File: src/shared/osfd_pkg.sv
// Purpose: Shared constants, register map and helper functions of the output stop block.
// Assumes: 32-bit AXI4-Lite register bus, one aligned word per register.
// Notes:   Fault input index 0..6 stands for fault inputs a..g.
package osfd_pkg;

  // Sizes of the watched source groups.
  localparam int FAULT_NUM = 7;
  localparam int COMP_NUM  = 6;
  localparam int MTU_PAIRS = 6;
  localparam int GPT_PAIRS = 7;
  localparam int MASK_SIGS = 16;

  // Register word indices (byte address is four times the index).
  localparam logic [5:0] IDX_FAULT_BASE = 6'h00;
  localparam logic [5:0] IDX_COMP       = 6'h07;
  localparam logic [5:0] IDX_SHORT      = 6'h08;
  localparam logic [5:0] IDX_STOP       = 6'h09;
  localparam logic [5:0] IDX_MASK       = 6'h0A;

  // Fault input control word fields.
  localparam int FC_MODE_LSB  = 0;
  localparam int FC_COUNT_LSB = 4;
  localparam int FC_INV_BIT   = 8;
  localparam int FC_FLAG_BIT  = 12;
  localparam logic [8:0] FC_CFG_RESET = 9'h000;

  // Comparator word fields.
  localparam int CP_EN_LSB   = 0;
  localparam int CP_FLAG_LSB = 8;

  // Short circuit word fields.
  localparam int SC_MTU_LSB    = 0;
  localparam int SC_GPT_LSB    = 8;
  localparam int SC_MTU_EN_BIT = 16;
  localparam int SC_GPT_EN_BIT = 17;
  localparam int SC_IRQ_EN_BIT = 18;

  // Stop control word fields.
  localparam int ST_SW_BIT     = 0;
  localparam int ST_OSC_BIT    = 1;
  localparam int ST_HIZ_BIT    = 2;
  localparam int ST_LIRQ_BIT   = 3;
  localparam int ST_OSCEN_BIT  = 4;
  localparam int ST_ACTIVE_BIT = 8;
  localparam logic ST_OSCEN_RESET = 1'b1;

  // Mask word fields.
  localparam int MK_EN_LSB  = 0;
  localparam int MK_SEL_LSB = 16;

  // AXI response codes.
  localparam logic [1:0] RESP_OKAY   = 2'h0;
  localparam logic [1:0] RESP_SLVERR = 2'h2;

  // Detection mode codes.
  localparam logic [3:0] MODE_EDGE   = 4'h0;
  localparam logic [3:0] MODE_DIV8   = 4'h1;
  localparam logic [3:0] MODE_DIV16  = 4'h2;
  localparam logic [3:0] MODE_DIV128 = 4'h3;
  localparam logic [3:0] MODE_DIV1   = 4'h4;
  localparam logic [3:0] MODE_DIV2   = 4'h5;
  localparam logic [3:0] MODE_DIV4   = 4'h6;

  // Sample clock dividers, as terminal counts of the prescaler.
  localparam logic [6:0] DIV8_LAST   = 7'h07;
  localparam logic [6:0] DIV16_LAST  = 7'h0F;
  localparam logic [6:0] DIV128_LAST = 7'h7F;
  localparam logic [6:0] DIV1_LAST   = 7'h00;
  localparam logic [6:0] DIV2_LAST   = 7'h01;
  localparam logic [6:0] DIV4_LAST   = 7'h03;

  // Sample count figures.
  localparam logic [4:0] NEED_16     = 5'h10;
  localparam logic [4:0] NEED_4      = 5'h04;
  localparam logic [4:0] NEED_8      = 5'h08;
  localparam logic [4:0] NEED_OFFSET = 5'h06;

  // Terminal prescaler count for a sampled mode.
  function automatic logic [6:0] modeDivLast(input logic [3:0] mode);
    unique case (mode)
      MODE_DIV8:   modeDivLast = DIV8_LAST;
      MODE_DIV16:  modeDivLast = DIV16_LAST;
      MODE_DIV128: modeDivLast = DIV128_LAST;
      MODE_DIV2:   modeDivLast = DIV2_LAST;
      MODE_DIV4:   modeDivLast = DIV4_LAST;
      default:     modeDivLast = DIV1_LAST;
    endcase
  endfunction

  // True for a sampled mode code that is defined.
  function automatic logic modeSampled(input logic [3:0] mode);
    modeSampled = (mode >= MODE_DIV8) && (mode <= MODE_DIV4);
  endfunction

  // Consecutive samples required for a count code; undefined codes act as 16.
  function automatic logic [4:0] sampleNeed(input logic [3:0] code);
    if (code == 4'h1)
      sampleNeed = NEED_4;
    else if (code == 4'h2)
      sampleNeed = NEED_8;
    else if (code >= 4'h3 && code <= 4'h9)
      sampleNeed = {1'b0, code} + NEED_OFFSET;
    else
      sampleNeed = NEED_16;
  endfunction

endpackage

File: src/shared/osfd_det_if.sv
// Purpose: Carries configuration and the request pulse between top and one detector.
// Assumes: Both ends run on ref_clk.
// Notes:   pinSync is already synchronised by the top.
`timescale 1ns/1ps
interface osfd_det_if;
  logic [3:0] mode;
  logic [3:0] count;
  logic       invert;
  logic       pinSync;
  logic       request;
  modport ctl (output mode, count, invert, pinSync, input request);
  modport det (input mode, count, invert, pinSync, output request);
endinterface

File: src/hdl/osfd_fault_detect.sv
// Purpose: Edge or sampled level detector for one fault input.
// Assumes: pinSync is synchronous to ref_clk.
// Notes:   request is a one-cycle pulse per accepted condition.
`timescale 1ns/1ps
module osfd_fault_detect
  import osfd_pkg::*;
(
  // Clock and reset.
  input wire logic ref_clk,
  input wire logic resetn,
  // Link to the top.
  osfd_det_if.det  bus
);

  logic [6:0] divCnt_reg;
  logic       primed_reg;
  logic       lastLvl_reg;
  logic [4:0] run_reg;
  logic       fired_reg;
  logic       req_reg;

  // Decoded mode, sample tick and run arithmetic.
  wire        inLevel  = bus.pinSync ^ bus.invert;
  wire        isEdge   = (bus.mode == MODE_EDGE);
  wire        sampled  = modeSampled(bus.mode);
  wire [6:0]  divLast  = modeDivLast(bus.mode);
  wire        tick     = sampled && (divCnt_reg >= divLast);
  wire [4:0]  need     = sampleNeed(bus.count);
  wire        same     = (inLevel == lastLvl_reg);
  wire [4:0]  runNext  = !same ? 5'h01 : ((run_reg >= need) ? run_reg : run_reg + 5'h01);
  wire        edgeHit  = isEdge && primed_reg && !same;
  wire        levelHit = tick && primed_reg && (runNext >= need) && !(fired_reg && same);

  // Prescaler restarts after each sample tick.
  always_ff @(posedge ref_clk or negedge resetn)
  begin
    if (!resetn)
      divCnt_reg <= 7'h00;
    else
      divCnt_reg <= (tick || !sampled) ? 7'h00 : divCnt_reg + 7'h01;
  end

  // Level history and run length; one acceptance per steady level.
  always_ff @(posedge ref_clk or negedge resetn)
  begin
    if (!resetn)
    begin
      primed_reg  <= 1'b0;
      lastLvl_reg <= 1'b1;
      run_reg     <= 5'h00;
      fired_reg   <= 1'b0;
    end
    else if (isEdge || tick)
    begin
      primed_reg  <= 1'b1;
      lastLvl_reg <= inLevel;
      run_reg     <= (primed_reg && tick) ? runNext : 5'h01;
      fired_reg   <= levelHit || (fired_reg && same);
    end
  end

  // Request pulse to the top.
  always_ff @(posedge ref_clk or negedge resetn)
  begin
    if (!resetn)
      req_reg <= 1'b0;
    else
      req_reg <= edgeHit || levelHit;
  end

  assign bus.request = req_reg;

endmodule

File: src/hdl/osfd_top.sv
// Purpose: Output stop fault detector with an AXI4-Lite register slave.
// Assumes: Timer output and mask signals are synchronous to ref_clk and active high.
`timescale 1ns/1ps
module osfd_top
  import osfd_pkg::*;
(
  // Clock and reset.
  input  wire logic                 ref_clk,
  input  wire logic                 resetn,
  // AXI4-Lite write channels.
  input  wire logic [7:0]           s_axi_awaddr,
  input  wire logic                 s_axi_awvalid,
  output logic                      s_axi_awready,
  input  wire logic [31:0]          s_axi_wdata,
  input  wire logic [3:0]           s_axi_wstrb,
  input  wire logic                 s_axi_wvalid,
  output logic                      s_axi_wready,
  output logic [1:0]                s_axi_bresp,
  output logic                      s_axi_bvalid,
  input  wire logic                 s_axi_bready,
  // AXI4-Lite read channels.
  input  wire logic [7:0]           s_axi_araddr,
  input  wire logic                 s_axi_arvalid,
  output logic                      s_axi_arready,
  output logic [31:0]               s_axi_rdata,
  output logic [1:0]                s_axi_rresp,
  output logic                      s_axi_rvalid,
  input  wire logic                 s_axi_rready,
  // Fault sources.
  input  wire logic [FAULT_NUM-1:0] faultInputN,
  input  wire logic [COMP_NUM-1:0]  compOut,
  input  wire logic                 oscStop,
  // Timer outputs watched for short circuits and used as masks.
  input  wire logic [MTU_PAIRS-1:0] mtuOutHigh,
  input  wire logic [MTU_PAIRS-1:0] mtuOutLow,
  input  wire logic [GPT_PAIRS-1:0] gptOutA,
  input  wire logic [GPT_PAIRS-1:0] gptOutB,
  input  wire logic [MASK_SIGS-1:0] maskSignals,
  // Stop controls and interrupt requests.
  output logic [MTU_PAIRS-1:0]      mtuPairStop,
  output logic [GPT_PAIRS-1:0]      gptPairStop,
  output logic                      stopHighZ,
  output logic                      stopToPort,
  output logic                      irqLevelDetect,
  output logic                      irqShortDetect
);

  // Bus state.
  logic                 awready_reg;
  logic                 wready_reg;
  logic                 bvalid_reg;
  logic [1:0]           bresp_reg;
  logic [5:0]           wIdx_reg;
  logic [31:0]          wData_reg;
  logic [3:0]           wStrb_reg;
  logic                 arready_reg;
  logic                 rvalid_reg;
  logic [1:0]           rresp_reg;
  logic [31:0]          rdata_reg;

  // Configuration and flags.
  logic [8:0]           faultCfg_reg [FAULT_NUM];
  logic [FAULT_NUM-1:0] faultFlag_reg;
  logic [COMP_NUM-1:0]  compEn_reg;
  logic [COMP_NUM-1:0]  compFlag_reg;
  logic [MTU_PAIRS-1:0] mtuFlag_reg;
  logic [GPT_PAIRS-1:0] gptFlag_reg;
  logic                 mtuEn_reg;
  logic                 gptEn_reg;
  logic                 shortIrqEn_reg;
  logic                 swStop_reg;
  logic                 oscFlag_reg;
  logic                 oscEn_reg;
  logic                 hiZSel_reg;
  logic                 levelIrqEn_reg;
  logic [12:0]          maskEn_reg;
  logic [3:0]           maskSel_reg;

  // Synchronisers for pins from outside the clock domain.
  logic [FAULT_NUM-1:0] faultMeta_reg;
  logic [FAULT_NUM-1:0] faultSync_reg;
  logic [COMP_NUM-1:0]  compMeta_reg;
  logic [COMP_NUM-1:0]  compSync_reg;
  logic                 oscMeta_reg;
  logic                 oscSync_reg;

  // Output flops.
  logic [MTU_PAIRS-1:0] mtuPairStop_reg;
  logic [GPT_PAIRS-1:0] gptPairStop_reg;
  logic                 stopHighZ_reg;
  logic                 stopToPort_reg;
  logic                 irqLevel_reg;
  logic                 irqShort_reg;

  logic [FAULT_NUM-1:0] detReq;
  logic [FAULT_NUM-1:0] faultSampled;

  // Two flops on every asynchronous input.
  always_ff @(posedge ref_clk or negedge resetn)
  begin
    if (!resetn)
    begin
      faultMeta_reg <= '1;
      faultSync_reg <= '1;
      compMeta_reg  <= '0;
      compSync_reg  <= '0;
      oscMeta_reg   <= 1'b0;
      oscSync_reg   <= 1'b0;
    end
    else
    begin
      faultMeta_reg <= faultInputN;
      faultSync_reg <= faultMeta_reg;
      compMeta_reg  <= compOut;
      compSync_reg  <= compMeta_reg;
      oscMeta_reg   <= oscStop;
      oscSync_reg   <= oscMeta_reg;
    end
  end

  // One detector per fault input.
  for (genvar i = 0; i < FAULT_NUM; i++)
  begin : gDet
    osfd_det_if detBus ();
    assign detBus.mode    = faultCfg_reg[i][FC_MODE_LSB +: 4];
    assign detBus.count   = faultCfg_reg[i][FC_COUNT_LSB +: 4];
    assign detBus.invert  = faultCfg_reg[i][FC_INV_BIT];
    assign detBus.pinSync = faultSync_reg[i];
    assign detReq[i]      = detBus.request;
    assign faultSampled[i] = modeSampled(faultCfg_reg[i][FC_MODE_LSB +: 4]);
    osfd_fault_detect uDet (
      .ref_clk (ref_clk),
      .resetn  (resetn),
      .bus     (detBus)
    );
  end

  // Write decode with byte strobes applied.
  wire        doWrite  = !awready_reg && !wready_reg && !bvalid_reg;
  wire [31:0] strbMask = {{8{wStrb_reg[3]}}, {8{wStrb_reg[2]}},
                          {8{wStrb_reg[1]}}, {8{wStrb_reg[0]}}};
  wire [31:0] wBits    = wData_reg & strbMask;
  wire        wMapped  = (wIdx_reg <= IDX_MASK);
  wire        wFault   = doWrite && (wIdx_reg < IDX_COMP);
  wire        wComp    = doWrite && (wIdx_reg == IDX_COMP);
  wire        wShort   = doWrite && (wIdx_reg == IDX_SHORT);
  wire        wStop    = doWrite && (wIdx_reg == IDX_STOP);
  wire        wMask    = doWrite && (wIdx_reg == IDX_MASK);

  // Flag sources; masking applies only to level and comparator requests.
  wire        maskLevel = maskSignals[maskSel_reg];
  wire [FAULT_NUM-1:0] faultMasked = maskEn_reg[FAULT_NUM-1:0] & faultSampled
                                     & {FAULT_NUM{maskLevel}};
  wire [COMP_NUM-1:0]  compMasked  = maskEn_reg[12:FAULT_NUM] & {COMP_NUM{maskLevel}};
  wire [FAULT_NUM-1:0] faultSet = detReq & ~faultMasked;
  wire [COMP_NUM-1:0]  compSet  = compSync_reg & compEn_reg & ~compMasked;
  wire [MTU_PAIRS-1:0] mtuSet   = mtuOutHigh & mtuOutLow & {MTU_PAIRS{mtuEn_reg}};
  wire [GPT_PAIRS-1:0] gptSet   = gptOutA & gptOutB & {GPT_PAIRS{gptEn_reg}};
  wire                 oscSet   = oscSync_reg && oscEn_reg;

  // Clear masks from write-one-to-clear bits.
  wire [COMP_NUM-1:0]  compClr  = wComp ? wBits[CP_FLAG_LSB +: COMP_NUM] : '0;
  wire [MTU_PAIRS-1:0] mtuClr   = wShort ? wBits[SC_MTU_LSB +: MTU_PAIRS] : '0;
  wire [GPT_PAIRS-1:0] gptClr   = wShort ? wBits[SC_GPT_LSB +: GPT_PAIRS] : '0;
  wire                 oscClr   = wStop && wBits[ST_OSC_BIT];
  wire                 allStop  = (|faultFlag_reg) || (|compFlag_reg) || oscFlag_reg
                                  || swStop_reg;

  // Fault input configuration words and their sticky flags.
  always_ff @(posedge ref_clk or negedge resetn)
  begin
    if (!resetn)
    begin
      for (int i = 0; i < FAULT_NUM; i++)
        faultCfg_reg[i] <= FC_CFG_RESET;
      faultFlag_reg <= '0;
    end
    else
    begin
      for (int i = 0; i < FAULT_NUM; i++)
      begin
        if (wFault && (wIdx_reg == 6'(i)))
          faultCfg_reg[i] <= (faultCfg_reg[i] & ~strbMask[8:0]) | wBits[8:0];
        faultFlag_reg[i] <= faultSet[i] || (faultFlag_reg[i]
          && !(wFault && (wIdx_reg == 6'(i)) && wBits[FC_FLAG_BIT]));
      end
    end
  end

  // Comparator and short circuit controls with sticky flags.
  always_ff @(posedge ref_clk or negedge resetn)
  begin
    if (!resetn)
    begin
      compEn_reg     <= '0;
      compFlag_reg   <= '0;
      mtuFlag_reg    <= '0;
      gptFlag_reg    <= '0;
      mtuEn_reg      <= 1'b0;
      gptEn_reg      <= 1'b0;
      shortIrqEn_reg <= 1'b0;
    end
    else
    begin
      if (wComp)
        compEn_reg <= (compEn_reg & ~strbMask[COMP_NUM-1:0]) | wBits[COMP_NUM-1:0];
      if (wShort && strbMask[SC_MTU_EN_BIT])
      begin
        mtuEn_reg      <= wBits[SC_MTU_EN_BIT];
        gptEn_reg      <= wBits[SC_GPT_EN_BIT];
        shortIrqEn_reg <= wBits[SC_IRQ_EN_BIT];
      end
      compFlag_reg <= compSet | (compFlag_reg & ~compClr);
      mtuFlag_reg  <= mtuSet | (mtuFlag_reg & ~mtuClr);
      gptFlag_reg  <= gptSet | (gptFlag_reg & ~gptClr);
    end
  end

  // Software stop, oscillator flag, pin state select and mask selection.
  always_ff @(posedge ref_clk or negedge resetn)
  begin
    if (!resetn)
    begin
      swStop_reg     <= 1'b0;
      oscFlag_reg    <= 1'b0;
      oscEn_reg      <= ST_OSCEN_RESET;
      hiZSel_reg     <= 1'b0;
      levelIrqEn_reg <= 1'b0;
      maskEn_reg     <= '0;
      maskSel_reg    <= 4'h0;
    end
    else
    begin
      if (wStop && strbMask[ST_SW_BIT])
      begin
        swStop_reg     <= wBits[ST_SW_BIT];
        hiZSel_reg     <= wBits[ST_HIZ_BIT];
        levelIrqEn_reg <= wBits[ST_LIRQ_BIT];
        oscEn_reg      <= wBits[ST_OSCEN_BIT];
      end
      oscFlag_reg <= oscSet || (oscFlag_reg && !oscClr);
      if (wMask)
      begin
        maskEn_reg  <= (maskEn_reg & ~strbMask[12:0]) | wBits[12:0];
        if (strbMask[MK_SEL_LSB])
          maskSel_reg <= wBits[MK_SEL_LSB +: 4];
      end
    end
  end

  // Stop outputs and interrupt requests, all registered.
  always_ff @(posedge ref_clk or negedge resetn)
  begin
    if (!resetn)
    begin
      mtuPairStop_reg <= '0;
      gptPairStop_reg <= '0;
      stopHighZ_reg   <= 1'b0;
      stopToPort_reg  <= 1'b0;
      irqLevel_reg    <= 1'b0;
      irqShort_reg    <= 1'b0;
    end
    else
    begin
      mtuPairStop_reg <= {MTU_PAIRS{allStop}} | mtuFlag_reg;
      gptPairStop_reg <= {GPT_PAIRS{allStop}} | gptFlag_reg;
      stopHighZ_reg   <= (allStop || (|mtuFlag_reg) || (|gptFlag_reg)) && hiZSel_reg;
      stopToPort_reg  <= (allStop || (|mtuFlag_reg) || (|gptFlag_reg)) && !hiZSel_reg;
      irqLevel_reg    <= levelIrqEn_reg && (|(faultFlag_reg & faultSampled));
      irqShort_reg    <= shortIrqEn_reg && ((|mtuFlag_reg) || (|gptFlag_reg));
    end
  end

  // Write channel handshake: address and data taken in either order.
  always_ff @(posedge ref_clk or negedge resetn)
  begin
    if (!resetn)
    begin
      awready_reg <= 1'b1;
      wready_reg  <= 1'b1;
      bvalid_reg  <= 1'b0;
      bresp_reg   <= RESP_OKAY;
      wIdx_reg    <= 6'h00;
      wData_reg   <= 32'h00000000;
      wStrb_reg   <= 4'h0;
    end
    else
    begin
      if (awready_reg && s_axi_awvalid)
      begin
        awready_reg <= 1'b0;
        wIdx_reg    <= s_axi_awaddr[7:2];
      end
      if (wready_reg && s_axi_wvalid)
      begin
        wready_reg <= 1'b0;
        wData_reg  <= s_axi_wdata;
        wStrb_reg  <= s_axi_wstrb;
      end
      if (doWrite)
      begin
        bvalid_reg <= 1'b1;
        bresp_reg  <= wMapped ? RESP_OKAY : RESP_SLVERR;
      end
      else if (bvalid_reg && s_axi_bready)
      begin
        bvalid_reg  <= 1'b0;
        awready_reg <= 1'b1;
        wready_reg  <= 1'b1;
      end
    end
  end

  // Read selection.
  wire [5:0]  rIdx      = s_axi_araddr[7:2];
  wire [2:0]  rFaultIdx = rIdx[2:0];
  wire [31:0] faultWord = {19'h0, faultFlag_reg[rFaultIdx], 3'h0, faultCfg_reg[rFaultIdx]};
  wire [31:0] compWord  = {18'h0, compFlag_reg, 2'h0, compEn_reg};
  wire [31:0] shortWord = {13'h0, shortIrqEn_reg, gptEn_reg, mtuEn_reg, 1'b0, gptFlag_reg,
                           2'h0, mtuFlag_reg};
  wire [31:0] stopWord  = {23'h0, allStop, 3'h0, oscEn_reg, levelIrqEn_reg, hiZSel_reg,
                           oscFlag_reg, swStop_reg};
  wire [31:0] maskWord  = {12'h0, maskSel_reg, 3'h0, maskEn_reg};
  wire        rMapped   = (rIdx <= IDX_MASK);
  wire [31:0] readWord  = (rIdx < IDX_COMP)  ? faultWord :
                          (rIdx == IDX_COMP)  ? compWord  :
                          (rIdx == IDX_SHORT) ? shortWord :
                          (rIdx == IDX_STOP)  ? stopWord  :
                          (rIdx == IDX_MASK)  ? maskWord  : 32'h00000000;

  // Read channel handshake: data one cycle after the address is taken.
  always_ff @(posedge ref_clk or negedge resetn)
  begin
    if (!resetn)
    begin
      arready_reg <= 1'b1;
      rvalid_reg  <= 1'b0;
      rresp_reg   <= RESP_OKAY;
      rdata_reg   <= 32'h00000000;
    end
    else if (arready_reg && s_axi_arvalid)
    begin
      arready_reg <= 1'b0;
      rvalid_reg  <= 1'b1;
      rdata_reg   <= readWord;
      rresp_reg   <= rMapped ? RESP_OKAY : RESP_SLVERR;
    end
    else if (rvalid_reg && s_axi_rready)
    begin
      arready_reg <= 1'b1;
      rvalid_reg  <= 1'b0;
    end
  end

  // Port drivers.
  assign s_axi_awready  = awready_reg;
  assign s_axi_wready   = wready_reg;
  assign s_axi_bvalid   = bvalid_reg;
  assign s_axi_bresp    = bresp_reg;
  assign s_axi_arready  = arready_reg;
  assign s_axi_rvalid   = rvalid_reg;
  assign s_axi_rresp    = rresp_reg;
  assign s_axi_rdata    = rdata_reg;
  assign mtuPairStop    = mtuPairStop_reg;
  assign gptPairStop    = gptPairStop_reg;
  assign stopHighZ      = stopHighZ_reg;
  assign stopToPort     = stopToPort_reg;
  assign irqLevelDetect = irqLevel_reg;
  assign irqShortDetect = irqShort_reg;

endmodule

File: config.mk
export PLATFORM = sky130hd
export DESIGN_NAME = osfd_top
export DESIGN_NICKNAME = d
export VERILOG_FILES = /design/src/shared/osfd_pkg.sv /design/src/shared/osfd_det_if.sv /design/src/hdl/osfd_fault_detect.sv /design/src/hdl/osfd_top.sv
export SDC_FILE = /design/constraint.sdc
export NUM_CORES = 1
export LEC_CHECK = 0
export ABC_AREA = 1
export BUFFER_PORTS_ARGS = -buffer_cell sky130_fd_sc_hd__buf_4
export CORE_ASPECT_RATIO = 0.9
export CORE_MARGIN = 4
export CORE_UTILIZATION = 55
export DETAILED_ROUTE_END_ITERATION = 8
export PLACE_DENSITY = 0.82
export RECOVER_POWER = 50
export SYNTH_ARGS = -nofsm -noshare
export SYNTH_HDL_FRONTEND = slang
export SYNTH_HIERARCHICAL = 1
export SYNTH_SLANG_ARGS = --single-unit
File: constraint.sdc
create_clock -name ref_clk -period 2.5 [get_ports ref_clk]
set_input_delay 0 -clock ref_clk [delete_from_list [all_inputs] [get_ports ref_clk]]
set_output_delay 0 -clock ref_clk [all_outputs]
set_load 0.005 [all_outputs]
* Yosys cells after proc, flatten, opt, wreduce, memory -nomap -nowiden
Cells that the tools add are included.
** Word-level totals
- Flip-flop bits (word level) :: 347
- Input port bits :: 115
- Logic and storage cells :: 569
** Operators by class
- Add/subtract/negate cells :: 21
- $lt $le $gt $ge :: 56
- Equality and inequality tests :: 70
- Muxes and demuxes :: 85
- Bitwise operators :: 54
- Reduce and logical (&&, ||, !) cells :: 196
** Operator list (count)
- $pmux W7 S5 :: 7
- $mux W5 :: 42
- $logic_and A1 B1 Y1 :: 105
- $mux W20 :: 5
- $eq A4 B2 Y1 const B :: 21
- $ge A5 B5 Y1 :: 14
- $and A9 B9 Y9 :: 7
- $or A9 B9 Y9 :: 7
- $eq A4 B1 Y1 const B :: 14
- $eq A4 B3 Y1 const B :: 14
- $mux W7 :: 8
- $add A7 B1 Y7 const B :: 7
- $and A7 B7 Y7 :: 7
- $ge A7 B7 Y1 :: 7
- $and A6 B6 Y6 :: 8
- $logic_or A1 B1 Y1 :: 42
- $eq A6 B4 Y1 const B :: 6
- $add A4 B3 Y5 const B :: 7
- $add A5 B1 Y5 const B :: 7
- $logic_not A1 Y1 :: 33
- $eq A6 B3 Y1 const B :: 5
- $ge A4 B1 Y1 const B :: 7
- $ge A4 B2 Y1 const B :: 7
- $le A4 B3 Y1 const B :: 7
- 33 further kinds :: 88

* Depth between registers and ports, before layout
- Depth after elaboration :: 12
- Depth in mapped cells :: 20

* By module
The synthesis kept the hierarchy.
** Modules (own cells, without submodules)
- osfd_fault_detect :: times used 7, cells an instance 218, area each 1515.2 um^2
- osfd_top :: times used 1, cells an instance 1150, area each 9664.3 um^2

* Least setup slack after synthesis
Ideal clock, no wire load.
- Path type :: reg2reg
- From :: register (tool-made name)
- To :: register gDet[0].uDet.fired_reg
- Arrival :: 2.579 ns
- Slack :: -0.205 ns
- Cell stages (with the launch flop) :: 21
- Path buffers :: 0
- Clock period less this slack :: 2.705 ns
- Cells stage by stage :: dfrtp_1 inv_1 ha_1 xor2_1 o21ai_0 inv_1 ha_1 nand2_1 nor2_1 nand2_1 nand3_1 nand2_1 nand2_1 nor2_1 ha_1 nand2_1 inv_1 a21oi_1 nand2_1 nand4_1 nand3b_1
** RTL lines
- end signal, assigned :: line osfd_fault_detect.sv:58 : fired_reg <= levelHit || (fired_reg && same);
- end, declared :: line osfd_fault_detect.sv:19 : logic fired_reg;

==> results.py <==
metrics = {
    "critical_path": {
        "cp_slowest_stage_delay_ns": 0.46,
        "path_cells": "o21ai_2, nand2_2, o21ai_1, inv_1, ha_4, nand2_1, nor2_4, nand2_4, nand3_4, nand2_2, nand3_2, inv_2, ha_4, nand2_1, nand2_1, a21oi_2, nand2_1, nand4_1, o21bai_1",
        "crit_family": "simple AND/OR/NAND/NOR gates",
        "startpoint_type": "register",
        "crit_path_frequent_cell": "nand2_1",
        "critPathRequiredTime_ns": 2.96,
        "worstSetupPathType": "reg -> reg",
        "cp_slowest_cell": "dfrtp_2",
        "path_buf_inv": 2,
        "crit_arrival_ns": 3.57,
        "cp_max_fo": 6,
        "end_kind": "register",
    },
    "timing": {
        "setup_ws_ns": -0.616,
        "setup_viol": 18,
        "slew_headroom": -0.357,
        "finalHoldViolations": 0,
        "period_needed_ns": 3.12,
        "post-route-period-util": 1.25,
        "slew_viol_final": 80,
        "max_freq_mhz": 321,
        "rsz0062_at_grt": "yes",
        "fin_skew_ns": 0.0281,
        "worst_pin_slew_ns": 2.04,
    },
    "synthesis": {
        "synthFlopType": "dfrtp_1",
        "avgSynthCellArea_um2": 7.57,
        "synth_cell_types": 48,
        "synth.largest_area_cell": "dfrtp_1",
        "yosysTopAreaCellShare": 0.378,
        "syn_area_mm2": 0.0203,
        "synth_seq_area_share": 0.410,
        "synth_edf_count": 0,
        "synth_warnings": 6,
        "synth_area_leaders": "dfrtp_1 (38%), nand2_1 (14%), ha_1 (8.6%)",
        "netlist_instances": 2676,
        "synth_seq_cells": 331,
        "async_flop_share": 1.00,
    },
    "pwr": {
        "power.density_mw_per_mm2": 1560,
        "power_leakage_nw": 13.2,
        "peakVddDrop_v": 0.00177,
    },
    "floorplan": {
        "dieArea_mm2": 0.0400,
        "num_rows": 66,
        "core_mm2": 0.0363,
        "dieWidth_um": 210,
        "die_y_um": 190,
        "start_util": 0.559,
        "ios": 173,
    },
    "cts": {
        "cts_root_buf": "clkbuf_16",
        "clkTransAtPathRegs_ns": 0.06,
        "cts_htree_levels": 2,
        "clock-sinks": 331,
        "clockBufferDepth": 3,
        "worstSkewPairLatency_ns": 0.56,
        "cts_made_buffers": 37,
        "tritoncts": "done",
    },
    "hold_path": {
        "hold_class": "in -> reg",
        "hp-start": "faultInputN[3]",
    },
    "finish": {
        "final_cells": 3623,
        "area_delta_synth_final_pct": 32.8,
        "multiInputGateArea_mm2": 0.0117,
        "nets": 3372,
        "regArea_mm2": 0.00834,
        "drive_gt1_frac": 0.284,
        "fill_cells": 2274,
    },
    "outcome": {
        "violations": "capacitance limit, slew limit, setup timing",
        "status": "finished, violations left",
    },
    "detailed_routing": {
        "post_drt_via_cell_ratio": 5.80,
        "drc": 0,
        "wl_per_cell_um": 19.3,
        "vias": 21000,
        "drtPass1Iterations": 6,
        "drtAntennaViolNets": 0,
        "initialDrtViolationCount": 2729,
        "wirelength_mm": 69.8,
    },
    "global_route": {
        "overflow": 0,
        "grt_start_max_net_pins": 80,
        "antenna_found_initial": 2,
        "grtUsageTotal": 0.310,
        "grt_pass1_vias": 20500,
        "grt_pass1_wl_mm": 102,
    },
    "placed_design": {
        "place_congestion": 1.04,
        "hpwlAfterDp_mm": 41.8,
        "place_inst": 3414,
        "portBuffers": 139,
        "dp_slack_ns": -0.479,
    },
    "job": {
        "maxCapViolCount": 1,
    },
}
## power by group
group	switching [mW]	internal (mW)	leakage, nW	total (mW)
Combinational	16.4	11.3	8.56	27.7
Sequential	1.87	6.88	4.05	8.74
Clock	2.40	3.02	0.575	5.42
## worst register-to-register path, delay by kind of cell, from the launching register on
family                   cells  cell delay (ns)
AND/OR/NAND/NOR             11             1.11
AO/OA/AOI/OAI                4             0.74
adder cells (fa/ha/maj)      2             0.54
flip-flops                   1             0.46
buffers and inverters        2             0.17
## path summary, 6_finish.rpt
path | end | cells past startpoint | slack [ns]
max | gDet[5].uDet/bus.request | 19 | -0.62
min | faultMeta_reg[3] | 2 | 0.12
max reg2reg | gDet[5].uDet/bus.request | 19 | -0.62
min reg2reg | faultSync_reg[2] | 0 | 0.36
max in group asynchronous | asynchronous set/reset pin | 3 | 0.22
min in group asynchronous | asynchronous set/reset pin | 2 | 0.59
## layout by cell type, fill, tap and decap left out, types with 12 or more instances in the layout
cell type | netlist | routed
dfrtp_1 | 306 | 285
o21ai_1 | 30 | 37
nand2_1 | 757 | 686
clkbuf_16 | 0 | 37
nand4_1 | 52 | 52
dfstp_2 | 25 | 23
inv_2 | 51 | 85
nand3_2 | 11 | 55
xor2_1 | 21 | 16
xor2_2 | 7 | 12
dfrtp_2 | 0 | 21
ha_4 | 0 | 42
inv_1 | 357 | 321
nand3_1 | 195 | 142
a21oi_2 | 7 | 13
nor3_1 | 13 | 13
dlygate4sd3_1 | 0 | 84
nand3b_1 | 16 | 16
o21ai_0 | 150 | 129
nor3_2 | 14 | 14
nand2_4 | 0 | 19
nor2_2 | 17 | 26
ha_1 | 140 | 98
a21oi_1 | 74 | 61
buf_4 | 17 | 335
clkbuf_1 | 21 | 17
nor2_4 | 9 | 30
nor3b_2 | 14 | 14
nor2_1 | 262 | 232
o21ai_2 | 0 | 12
nand2_2 | 17 | 69
conb_1 | 1 | 15
clkbuf_4 | 0 | 14
## synth_stat cells (2+ instances only)
library cell	instances
nand2_1	757
inv_1	357
dfrtp_1	306
nor2_1	262
nand3_1	195
o21ai_0	150
ha_1	140
a21oi_1	74
nand4_1	52
inv_2	51
o21ai_1	30
dfstp_2	25
clkbuf_1	21
xor2_1	21
buf_4	17
nand2_2	17
nor2_2	17
buf_2	16
nand3b_1	16
nor3_2	14
nor3b_2	14
nor3_1	13
nand3_2	11
o31ai_1	10
nor2_4	9
a22oi_1	8
a21oi_2	7
and2_1	7
clkinv_1	7
mux2_2	7
nand4_4	7
o21bai_1	7
xnor2_1	7
xor2_2	7
nor3b_1	2
nor4_1	2
or2_2	2
## through the flow
stage | total power [mW] | area (µm²) | hold slack (ns) | setup TNS (ns) | util
after floorplan | 21.0 | 20500 | -0.296 | -0.607 | -
after global placement | 26.9 | 23200 | 0.0557 | -3.05 | 0.640
after detailed placement | 27.8 | 23200 | 0.0637 | -4.99 | 0.640
after CTS | 35.7 | 25900 | 0.0789 | -3.98 | 0.716
after global routing | 44.3 | 26900 | 0.109 | -25.47 | 0.743
final | 41.9 | 26900 | 0.116 | -6.35 | 0.743
## logic make-up (layout without fill, tap and decap cells)
family,count (synthesis),after routing,share of synthesized area
buf+inv,472,928,0.0920
mux,7,7,0.00389
flops,331,331,0.410
simple gates,1401,1401,0.314
fa+ha+maj,140,140,0.0864
xor+xnor,35,35,0.0177
other cells,1,16,0.000185
compound gates,289,289,0.0760
## area by class of cell
class                           count  share of cell area
Antenna cell                        1           0.0000929
Clock buffer                       55              0.0384
Clock inverter                     13             0.00548
Inverter                          415              0.0580
Multi-Input combinational cell   1887               0.434
Sequential cell                   331               0.310
Tap cell                          476              0.0221
Timing Repair Buffer              445               0.132
## timing repair
item | CTS | global route
pin swaps | 88 | 135
setup endpoints to repair | 14 | 37
cloned | 0 | 0
buffers inserted | 31 | 27
resized for setup | 99 | 210
hold endpoints to repair | 337 | 0
hold buffers | 84 | 0
## routing by layer
metal	track usage	vias to the layer above	wire length, µm
met3	0.0594	369	6250
met1	0.380	9946	24900
met5	0	-	13
li1	-	9388	-
met4	0.138	2	4370
met2	0.533	1314	34300
No activity file was read; power rests on OpenSTA's default activity.
